<file path="src/pkg/pcl_pkg.sv">
// Shared constants for the parallel configuration load link.
// Assumes a 50 MHz system clock on the host side; nothing else.
package pcl_pkg;

    // ==========================================================
    // Link widths and timing
    localparam int DATA_W = 16;
    localparam int BYTE_W = 8;
    localparam int CLK_PERIOD_NS = 20;
    localparam int REQ_LOW_MIN_NS = 2000;
    // Least time, so round up
    localparam int REQ_LOW_CYC = (REQ_LOW_MIN_NS + CLK_PERIOD_NS - 1) / CLK_PERIOD_NS;
    localparam int RESP_MAX_NS = 600;
    // Longest time, so round down
    localparam int RESP_MAX_CYC = RESP_MAX_NS / CLK_PERIOD_NS;
    localparam logic [2:0] LEAD_EDGES = 3'h4;
    localparam logic [2:0] PHASE_ZERO = 3'h0;

    // ==========================================================
    // Initialization clock sources and their frequency limits
    localparam logic [1:0] INIT_OSC = 2'h0;
    localparam logic [1:0] INIT_USER = 2'h1;
    localparam logic [1:0] INIT_LINK = 2'h2;
    localparam int OSC_MAX_KHZ = 12500;
    localparam int USER_MAX_PASSIVE_KHZ = 125000;
    localparam int USER_MAX_ACTIVE_KHZ = 100000;
    localparam int LINK_MAX_PASSIVE_KHZ = 125000;

    // ==========================================================
    // Host register map (byte addresses) and fields
    localparam logic [3:0] REG_CTRL = 4'h0;
    localparam logic [3:0] REG_DATA = 4'h4;
    localparam logic [3:0] REG_STATUS = 4'h8;
    localparam logic [3:0] REG_LEN = 4'hc;
    localparam int CTRL_START = 0;
    localparam int CTRL_WIDE = 1;
    localparam int CTRL_ENC = 2;
    localparam int CTRL_COMP = 3;
    localparam int CTRL_INIT_LO = 4;
    localparam logic [1:0] RESP_OKAY = 2'h0;
    localparam logic [1:0] RESP_SLVERR = 2'h2;

    // Clock edges per data item for the active width and features
    function automatic logic [2:0] clk_ratio(input logic wide, input logic enc,
                                             input logic comp);
        logic [2:0] r;
        r = 3'h1;
        if (!wide) begin
            r = comp ? 3'h2 : 3'h1;
        end else if (comp) begin
            r = 3'h4;
        end else if (enc) begin
            r = 3'h2;
        end
        return r;
    endfunction

endpackage

</file>
<file path="src/pkg/pcl_link_if.sv">
// Pins between the configuration host and the loading device.
// Assumes the bench joins the two modports; all pins are one-way.
`timescale 1ns/1ps
`default_nettype none
interface pcl_link_if;
    logic config_clock;
    logic config_req_n;
    logic status_n;
    logic config_done_flag;
    logic [15:0] data;
    logic wide;
    logic encrypt_on;
    logic compress_on;
    logic [1:0] init_sel;

    modport host (
        output config_clock, config_req_n, data, wide, encrypt_on, compress_on, init_sel,
        input status_n, config_done_flag
    );
    modport device (
        input config_clock, config_req_n, data, wide, encrypt_on, compress_on, init_sel,
        output status_n, config_done_flag
    );
endinterface
`default_nettype wire

</file>
<file path="src/core/pcl_host.sv">
// Host end: drives a bitstream into the device over the load link,
// under software control through AXI4-Lite registers.
// Assumes CLK at 50 MHz; the link clock is made here by a divider.
//
// Implementation choices: register access over AXI4-Lite and the register offsets.
`timescale 1ns/1ps
`default_nettype none
module pcl_host
    import pcl_pkg::*;
(
    input wire logic CLK,
    input wire logic RST,
    pcl_link_if.host LINK,
    input wire logic [31:0] S_AXI_AWADDR,
    input wire logic S_AXI_AWVALID,
    output logic S_AXI_AWREADY,
    input wire logic [31:0] S_AXI_WDATA,
    input wire logic [3:0] S_AXI_WSTRB,
    input wire logic S_AXI_WVALID,
    output logic S_AXI_WREADY,
    output logic [1:0] S_AXI_BRESP,
    output logic S_AXI_BVALID,
    input wire logic S_AXI_BREADY,
    input wire logic [31:0] S_AXI_ARADDR,
    input wire logic S_AXI_ARVALID,
    output logic S_AXI_ARREADY,
    output logic [31:0] S_AXI_RDATA,
    output logic [1:0] S_AXI_RRESP,
    output logic S_AXI_RVALID,
    input wire logic S_AXI_RREADY
);

    typedef enum logic [2:0] {
        ST_IDLE = 3'b000,
        ST_PULSE = 3'b001,
        ST_WAIT = 3'b011,
        ST_LEAD = 3'b010,
        ST_STREAM = 3'b110,
        ST_FINISH = 3'b111
    } state_t;

    state_t state;
    logic [15:0] len;
    logic ctrl_wide, ctrl_enc, ctrl_comp;
    logic [1:0] ctrl_init;
    logic [15:0] word_buf;
    logic word_full;
    logic [15:0] sent;
    logic [6:0] pulse_cnt;
    logic [2:0] lead;
    logic [2:0] phase;
    logic loaded;
    logic [2:0] ratio;
    logic status_meta, status_sync, done_meta, done_sync;
    logic wr_fire, wr_data, start;

    // ==========================================================
    // Returning pins, two flops each
    always_ff @(posedge CLK or posedge RST) begin
        if (RST) begin
            status_meta <= 1'b0;
            status_sync <= 1'b0;
            done_meta <= 1'b0;
            done_sync <= 1'b0;
        end else begin
            status_meta <= LINK.status_n;
            status_sync <= status_meta;
            done_meta <= LINK.config_done_flag;
            done_sync <= done_meta;
        end
    end

    // ==========================================================
    // AXI4-Lite write channel
    // Both halves taken together; a data write waits while the buffer
    // is full, which is the back-pressure on software
    assign wr_fire = S_AXI_AWVALID && S_AXI_WVALID && !S_AXI_BVALID
        && !(S_AXI_AWADDR[3:0] == REG_DATA && word_full);
    assign wr_data = wr_fire && S_AXI_AWADDR[3:0] == REG_DATA;
    assign start = wr_fire && S_AXI_AWADDR[3:0] == REG_CTRL && S_AXI_WDATA[CTRL_START];

    always_ff @(posedge CLK or posedge RST) begin
        if (RST) begin
            S_AXI_AWREADY <= 1'b0;
            S_AXI_WREADY <= 1'b0;
            S_AXI_BVALID <= 1'b0;
            S_AXI_BRESP <= RESP_OKAY;
        end else begin
            S_AXI_AWREADY <= 1'b0;
            S_AXI_WREADY <= 1'b0;
            if (S_AXI_BVALID && S_AXI_BREADY) begin
                S_AXI_BVALID <= 1'b0;
            end
            if (wr_fire && !S_AXI_AWREADY) begin
                S_AXI_AWREADY <= 1'b1;
                S_AXI_WREADY <= 1'b1;
                S_AXI_BVALID <= 1'b1;
                S_AXI_BRESP <= (S_AXI_AWADDR[3:0] == REG_STATUS) ? RESP_SLVERR : RESP_OKAY;
            end
        end
    end

    // Control and length registers
    always_ff @(posedge CLK or posedge RST) begin
        if (RST) begin
            ctrl_wide <= 1'b0;
            ctrl_enc <= 1'b0;
            ctrl_comp <= 1'b0;
            ctrl_init <= INIT_OSC;
            len <= 16'h0000;
        end else if (wr_fire && !S_AXI_AWREADY && S_AXI_WSTRB[0]) begin
            if (S_AXI_AWADDR[3:0] == REG_CTRL) begin
                ctrl_wide <= S_AXI_WDATA[CTRL_WIDE];
                ctrl_enc <= S_AXI_WDATA[CTRL_ENC];
                ctrl_comp <= S_AXI_WDATA[CTRL_COMP];
                ctrl_init <= S_AXI_WDATA[CTRL_INIT_LO +: 2];
            end else if (S_AXI_AWADDR[3:0] == REG_LEN) begin
                len <= S_AXI_WDATA[15:0];
            end
        end
    end

    // ==========================================================
    // AXI4-Lite read channel, answer one cycle after the address
    always_ff @(posedge CLK or posedge RST) begin
        if (RST) begin
            S_AXI_ARREADY <= 1'b0;
            S_AXI_RVALID <= 1'b0;
            S_AXI_RDATA <= 32'h0000_0000;
            S_AXI_RRESP <= RESP_OKAY;
        end else begin
            S_AXI_ARREADY <= 1'b0;
            if (S_AXI_RVALID && S_AXI_RREADY) begin
                S_AXI_RVALID <= 1'b0;
            end else if (S_AXI_ARVALID && !S_AXI_RVALID && !S_AXI_ARREADY) begin
                S_AXI_ARREADY <= 1'b1;
                S_AXI_RVALID <= 1'b1;
                S_AXI_RRESP <= RESP_OKAY;
                if (S_AXI_ARADDR[3:0] == REG_CTRL) begin
                    S_AXI_RDATA <= {26'h0, ctrl_init, ctrl_comp, ctrl_enc, ctrl_wide, 1'b0};
                end else if (S_AXI_ARADDR[3:0] == REG_STATUS) begin
                    S_AXI_RDATA <= {sent, 9'h0, state, done_sync, status_sync,
                                    word_full, state != ST_IDLE};
                end else if (S_AXI_ARADDR[3:0] == REG_LEN) begin
                    S_AXI_RDATA <= {16'h0, len};
                end else if (S_AXI_ARADDR[3:0] == REG_DATA) begin
                    S_AXI_RDATA <= {16'h0, word_buf};
                end else begin
                    S_AXI_RDATA <= 32'h0000_0000;
                    S_AXI_RRESP <= RESP_SLVERR;
                end
            end
        end
    end

    // ==========================================================
    // Load sequence
    assign ratio = clk_ratio(ctrl_wide, ctrl_enc, ctrl_comp);

    // Straps follow the control register
    always_ff @(posedge CLK or posedge RST) begin
        if (RST) begin
            LINK.wide <= 1'b0;
            LINK.encrypt_on <= 1'b0;
            LINK.compress_on <= 1'b0;
            LINK.init_sel <= INIT_OSC;
        end else begin
            LINK.wide <= ctrl_wide;
            LINK.encrypt_on <= ctrl_enc;
            LINK.compress_on <= ctrl_comp;
            LINK.init_sel <= ctrl_init;
        end
    end

    // State, request pin and the pulse timer
    always_ff @(posedge CLK or posedge RST) begin
        if (RST) begin
            state <= ST_IDLE;
            LINK.config_req_n <= 1'b1;
            pulse_cnt <= 7'h00;
        end else begin
            case (state)
                ST_IDLE: begin
                    if (start) begin
                        state <= ST_PULSE;
                        LINK.config_req_n <= 1'b0;
                        pulse_cnt <= 7'h00;
                    end
                end
                ST_PULSE: begin
                    pulse_cnt <= pulse_cnt + 7'h01;
                    if (pulse_cnt == 7'(REQ_LOW_CYC - 1)) begin
                        LINK.config_req_n <= 1'b1;
                        state <= ST_WAIT;
                    end
                end
                ST_WAIT: begin
                    if (status_sync) begin
                        state <= ST_LEAD;
                    end
                end
                ST_LEAD: begin
                    if (lead == LEAD_EDGES) begin
                        state <= ST_STREAM;
                    end
                end
                ST_STREAM: begin
                    // Wait for the last item's edges before leaving the stream
                    if (sent == len && phase == PHASE_ZERO && !LINK.config_clock
                        && !loaded) begin
                        state <= ST_FINISH;
                    end
                end
                ST_FINISH: begin
                    // Device stays loaded; host returns to rest
                    if (done_sync || !status_sync) begin
                        state <= ST_IDLE;
                    end
                end
                default: begin
                    state <= ST_IDLE;
                end
            endcase
        end
    end

    // Link clock divider: it only runs while edges are wanted, so a
    // missing word stalls the clock low instead of losing a phase
    always_ff @(posedge CLK or posedge RST) begin
        if (RST) begin
            LINK.config_clock <= 1'b0;
            lead <= 3'h0;
            phase <= PHASE_ZERO;
            loaded <= 1'b0;
            sent <= 16'h0000;
            LINK.data <= 16'h0000;
        end else if (state == ST_LEAD) begin
            // Stop toggling once the lead edges are out, so no extra rise
            if (lead != LEAD_EDGES) begin
                LINK.config_clock <= ~LINK.config_clock;
            end
            if (LINK.config_clock) begin
                lead <= lead + 3'h1;
            end
        end else if (state == ST_STREAM) begin
            if (LINK.config_clock) begin
                LINK.config_clock <= 1'b0;
            end else if (phase != PHASE_ZERO || loaded) begin
                LINK.config_clock <= 1'b1;
                loaded <= 1'b0;
                phase <= (phase == ratio - 3'h1) ? PHASE_ZERO : phase + 3'h1;
            end else if (word_full && sent != len) begin
                // Data set one cycle before the rising edge
                LINK.data <= word_buf;
                loaded <= 1'b1;
                sent <= sent + 16'h0001;
            end
        end else begin
            LINK.config_clock <= 1'b0;
            phase <= PHASE_ZERO;
            loaded <= 1'b0;
            if (state != ST_FINISH) begin
                lead <= 3'h0;
                sent <= 16'h0000;
            end
        end
    end

    // Single word buffer; a new write cannot arrive while full
    always_ff @(posedge CLK or posedge RST) begin
        if (RST) begin
            word_buf <= 16'h0000;
            word_full <= 1'b0;
        end else if (wr_data && !S_AXI_AWREADY) begin
            word_buf <= S_AXI_WDATA[15:0];
            word_full <= 1'b1;
        end else if (state == ST_STREAM && !LINK.config_clock && phase == PHASE_ZERO
                     && !loaded && word_full && sent != len) begin
            word_full <= 1'b0;
        end
    end

endmodule
`default_nettype wire

</file>
<file path="src/flat_wrapper.sv">
// flat-port wrapper written by rule: the top's interface ports become plain ports
module pcl_host_flat import pcl_pkg::*;
  (CLK, RST, S_AXI_AWADDR, S_AXI_AWVALID, S_AXI_AWREADY, S_AXI_WDATA, S_AXI_WSTRB, S_AXI_WVALID, S_AXI_WREADY, S_AXI_BRESP, S_AXI_BVALID, S_AXI_BREADY, S_AXI_ARADDR, S_AXI_ARVALID, S_AXI_ARREADY, S_AXI_RDATA, S_AXI_RRESP, S_AXI_RVALID, S_AXI_RREADY, LINK_config_clock, LINK_config_req_n, LINK_data, LINK_wide, LINK_encrypt_on, LINK_compress_on, LINK_init_sel, LINK_status_n, LINK_config_done_flag);
  pcl_link_if LINK_i ();
  input wire logic CLK;
  input wire logic RST;
  input wire logic [31:0] S_AXI_AWADDR;
  input wire logic S_AXI_AWVALID;
  output logic S_AXI_AWREADY;
  input wire logic [31:0] S_AXI_WDATA;
  input wire logic [3:0] S_AXI_WSTRB;
  input wire logic S_AXI_WVALID;
  output logic S_AXI_WREADY;
  output logic [1:0] S_AXI_BRESP;
  output logic S_AXI_BVALID;
  input wire logic S_AXI_BREADY;
  input wire logic [31:0] S_AXI_ARADDR;
  input wire logic S_AXI_ARVALID;
  output logic S_AXI_ARREADY;
  output logic [31:0] S_AXI_RDATA;
  output logic [1:0] S_AXI_RRESP;
  output logic S_AXI_RVALID;
  input wire logic S_AXI_RREADY;
  output wire logic [$bits(LINK_i.config_clock)-1:0] LINK_config_clock;
  output wire logic [$bits(LINK_i.config_req_n)-1:0] LINK_config_req_n;
  output wire logic [$bits(LINK_i.data)-1:0] LINK_data;
  output wire logic [$bits(LINK_i.wide)-1:0] LINK_wide;
  output wire logic [$bits(LINK_i.encrypt_on)-1:0] LINK_encrypt_on;
  output wire logic [$bits(LINK_i.compress_on)-1:0] LINK_compress_on;
  output wire logic [$bits(LINK_i.init_sel)-1:0] LINK_init_sel;
  input wire logic [$bits(LINK_i.status_n)-1:0] LINK_status_n;
  input wire logic [$bits(LINK_i.config_done_flag)-1:0] LINK_config_done_flag;
  assign LINK_config_clock = LINK_i.config_clock;
  assign LINK_config_req_n = LINK_i.config_req_n;
  assign LINK_data = LINK_i.data;
  assign LINK_wide = LINK_i.wide;
  assign LINK_encrypt_on = LINK_i.encrypt_on;
  assign LINK_compress_on = LINK_i.compress_on;
  assign LINK_init_sel = LINK_i.init_sel;
  assign LINK_i.status_n = LINK_status_n;
  assign LINK_i.config_done_flag = LINK_config_done_flag;
  pcl_host u_core (.CLK(CLK), .RST(RST), .LINK(LINK_i), .S_AXI_AWADDR(S_AXI_AWADDR), .S_AXI_AWVALID(S_AXI_AWVALID), .S_AXI_AWREADY(S_AXI_AWREADY), .S_AXI_WDATA(S_AXI_WDATA), .S_AXI_WSTRB(S_AXI_WSTRB), .S_AXI_WVALID(S_AXI_WVALID), .S_AXI_WREADY(S_AXI_WREADY), .S_AXI_BRESP(S_AXI_BRESP), .S_AXI_BVALID(S_AXI_BVALID), .S_AXI_BREADY(S_AXI_BREADY), .S_AXI_ARADDR(S_AXI_ARADDR), .S_AXI_ARVALID(S_AXI_ARVALID), .S_AXI_ARREADY(S_AXI_ARREADY), .S_AXI_RDATA(S_AXI_RDATA), .S_AXI_RRESP(S_AXI_RRESP), .S_AXI_RVALID(S_AXI_RVALID), .S_AXI_RREADY(S_AXI_RREADY));
endmodule
</file>
<file path="config.mk">
export PLATFORM = sky130hd
export DESIGN_NAME = pcl_host_flat
export DESIGN_NICKNAME = d
export VERILOG_FILES = /design/src/pkg/pcl_pkg.sv /design/src/pkg/pcl_link_if.sv /design/src/core/pcl_host.sv /design/src/flat_wrapper.sv
export SDC_FILE = /design/constraint.sdc
export NUM_CORES = 1
export LEC_CHECK = 0
export ABC_AREA = 1
export BUFFER_PORTS_ARGS = -buffer_cell sky130_fd_sc_hd__buf_2
export CAP_MARGIN = 30
export CORE_ASPECT_RATIO = 1.75
export CORE_MARGIN = 8
export CORE_UTILIZATION = 57
export DETAILED_ROUTE_END_ITERATION = 10
export PLACE_DENSITY_LB_ADDON = 0.25
export SETUP_SLACK_MARGIN = 0.2
export SLEW_MARGIN = 20
export SYNTH_ARGS = -nofsm -noshare
export SYNTH_HDL_FRONTEND = slang
export SYNTH_SLANG_ARGS = --single-unit
</file>
<file path="constraint.sdc">
create_clock -name CLK -period 10.35 [get_ports CLK]
set_clock_uncertainty 0.15 [all_clocks]
set_input_delay 2.07 -clock CLK [delete_from_list [all_inputs] [get_ports CLK]]
set_output_delay 2.07 -clock CLK [all_outputs]
set_load 0.01 [all_outputs]
</file>
==> impl_results.md <==
* Worst Tran Pin Value at 806 ps
* Max-cap viol count at 0
* Routability cong. at 0.893
* Number of antenna violations at the first check in global routing at 1
* Post-cts hold buffer count at 0
* Post-DP Area at 7080 um^2
* Design area at 7720 um^2
* # DRC at 0
* Vias in the first global route at 5538
* Initial Utilization at 57.5%
* RR Startpoint: u_core.state[0]
* Share of layout cells above drive strength 1 at 17.0%
* Syn Inst Count at 822
* Static Leak at 4.05 nW
* Worst Hold Path EP: u_core.status_sync
* Final worst-path cycle share at 33.8%
* Worst Hold Launch: u_core.status_meta
* CP max-delay cell: nand2_1
* Design Power at 1.86 mW
* Adder-cell area share of the yosys netlist at 1.34%
* First-pass GRT wire length at 26400 um
* Final Hold Viols at 0
* Clock sink total at 136
* CTS Root Buffer Type: clkbuf_16
* Largest family of logic cells by synthesized area: simple AND/OR/NAND/NOR gates
* Yosys Warn Count at 0
* # Post-CTS Setup Buffers at 0
* Via Count at 5687
* Cell variety after synth at 35
* WL final at 16000 um
* Outcome: complete, no violations
* Worst Hold Class: flip-flop to flip-flop
* R2R setup slack at 8040 ps
* Crit path DAT at 3660 ps
* Synthesized cell area at 6540 um^2
* CP Class: primary input to flip-flop
* Slew margin rel. at 46.2%
* CTS tree: done
* Reg clk slew, reported paths at 60 ps
* All-Layer GR Usage at 21.2%
* Crit start category: primary input
* Fin util at 67.8%
* Avg Cell Area, Syn at 7.96 um^2
* Antenna-violating nets left at 0
* Max VDD drop at 0.203 mV
* Num rows at 52
* Critical path's largest stage delay at 530 ps
* Pin count of the biggest net entering global routing at 79
* Post-synthesis register bit count at 136
* FF-to-FF path depth at 7
* Chip width at 97.0 um
* WHS Path Cells at 0
* Fillers at 928
* Clock buffer depth at 2
* Xor/xnor share of the synthesized area at 1.61%
* Dpl ws at 6220 ps
* Post-synthesis mux area share at 0%
* Die ar. at 15300 um^2
* Reg-to-Reg End: u_core.word_full
* Post-layout instance count excluding filler cells at 1060
* Die height at 158 um
* Ports at 173
* Post-cts sizing count at 0
* DRT Pass-1 Iters at 5
* Worst setup margin at 6850 ps
* Fin nets at 1028
* Unrepaired setup endpoints after global routing: false
* Cell area power density at 240 nW/um^2
* Hold Slack at 197 ps
* Wire length per cell at 15.1 um
* Core Box Area at 11400 um^2
* DRT iter0 DRCs at 352
* Compound-Gate Fraction of Synth Area at 10.6%
* Total negative setup slack at 0 ps
* Clk Latency, worst-skew pair at 420 ps
* Worst setup EP type: flip-flop
* Sequential cell area fraction in the yosys report at 52.0%
* Worst Path Required at 10510 ps
* Synthesized-area fraction occupied by and/or/nand/nor cells at 25.7%
* Hpwl dp at 11500 um
* Slew Viols, Final at 0
* Gr ovfl total at 0
* Final critical-path required period at 3500 ps
* Placed Cells at 1027
* Vias per cell at 5.37
* Final Setup Violations at 0
* Critical Path Fanout Max at 21
* F_max at 286 MHz
* Htree depth at 4
* Num CTS Buffers at 17
* Port Buf Inserts at 95
* Critical path, cell by cell: buf_2 -> nor3_1 -> nand2_1 -> inv_1 -> a21oi_1 -> a22o_1
* P&R area growth vs syn at 18.1%
layout by cell type (no fill, tap or decap), types with 2 or more instances in the layout:
cell type	instances
nand2_1	260
dfrtp_1	135
buf_2	95
inv_1	94
nor2_1	60
o21ai_0	58
nand3_1	55
o31ai_1	18
o22ai_1	17
clkbuf_16	17
inv_2	14
nor3_1	13
a21oi_1	12
xor2_1	9
nand4_1	8
ha_1	7
nor2_2	6
a211oi_1	4
bufinv_16	4
buf_4	4
nand2_4	3
xnor2_1	3
inv_6	2
o21ai_1	2
conb_1	2
clkinv_2	2
clkbuf_8	2
clkinvlp_4	2
clkinv_4	2
buf_6	2
worst max-delay path: cells and delay by family:
kind / cells / cell delay (ps)
buf+inv: 2 / 440
compound gates: 2 / 290
simple gates: 2 / 860
layout make-up:
cell class	count	area, um^2	share of cell area (%)
clock buffers	20	457	5.91
well taps	135	169	2.19
diodes	1	2.50	0.0324
multi-input cells	547	2580	33.4
flip-flops and latches	136	3400	44.1
repair buffers	101	528	6.84
clock inverters	11	171	2.22
inverters	109	414	5.36
per-layer routing:
metal | share of wire [%] | vias to the layer above | wire, um | track usage, %
li1 | - | 2805 | - | -
met1 | 41 | 2663 | 6600 | 24.2
met2 | 51 | 176 | 8200 | 36.4
met3 | 4.4 | 43 | 702 | 4.28
met4 | 3.2 | 0 | 507 | 11.3
met5 | 0 | - | 0 | 0
sequential cells by signal (all words and copies together) (netlist names), 7 cells and up:
register            cells
u_core.LINK.data       16
u_core.sent            16
u_core.S_AXI_RDATA     32
u_core.word_buf        16
u_core.len             16
u_core.pulse_cnt        7
power by group:
| group | internal [mW] | switching (mW) | leakage (nW) |
|---|---|---|---|
| registers | 0.635 | 0.0842 | 1.79 |
| logic | 0.158 | 0.336 | 1.95 |
| clock network | 0.415 | 0.227 | 0.302 |
| total | 1.21 | 0.647 | 4.05 |
synthesized netlist by cell type:
master | n | share of area [%]
a21o_1 | 1 | 0.11
inv_1 | 95 | 5.5
dfstp_2 | 1 | 0.40
buf_2 | 7 | 0.54
o41ai_1 | 1 | 0.13
buf_6 | 2 | 0.34
a21oi_1 | 12 | 0.92
nor2_2 | 6 | 0.57
nand2_1 | 260 | 15
o211ai_1 | 1 | 0.11
dfrtp_1 | 135 | 52
nor3_1 | 13 | 0.99
a31oi_1 | 1 | 0.096
o21a_1 | 1 | 0.11
ha_1 | 7 | 1.3
conb_1 | 1 | 0.057
a22o_1 | 1 | 0.13
o221ai_1 | 1 | 0.13
nand3b_1 | 1 | 0.11
o31ai_1 | 18 | 2.1
o21ai_1 | 2 | 0.15
nand3_1 | 55 | 4.2
nand2_4 | 3 | 0.52
nand3_2 | 1 | 0.15
buf_4 | 4 | 0.46
o22ai_1 | 17 | 1.6
inv_2 | 14 | 0.80
a2bb2oi_1 | 1 | 0.13
a211oi_1 | 4 | 0.46
clkbuf_1 | 18 | 1.0
nor2_1 | 60 | 3.4
o21ai_0 | 58 | 4.4
xnor2_1 | 3 | 0.40
xor2_1 | 9 | 1.2
nand4_1 | 8 | 0.77
cell families after synthesis:
logic type / after synthesis
other cells: 1
compound gates: 119
xor+xnor: 12
buf+inv: 140
flops: 136
simple gates: 407
fa+ha+maj: 7
worst max path at each step:
stage,from,endpoint,slack (ps),cells after the start
floorplan,RST,u_core.LINK.compress_on,4490,1
global placement,S_AXI_AWADDR[3],u_core.word_buf[9],6140,7
detailed placement,S_AXI_AWADDR[3],u_core.len[4],6220,7
CTS,S_AXI_AWADDR[3],u_core.len[13],6670,7
global route,S_AXI_ARADDR[1],u_core.S_AXI_RDATA[4],6740,6
finish,S_AXI_ARADDR[1],u_core.S_AXI_RDATA[0],6850,6
(Power assumes the default switching activity.)
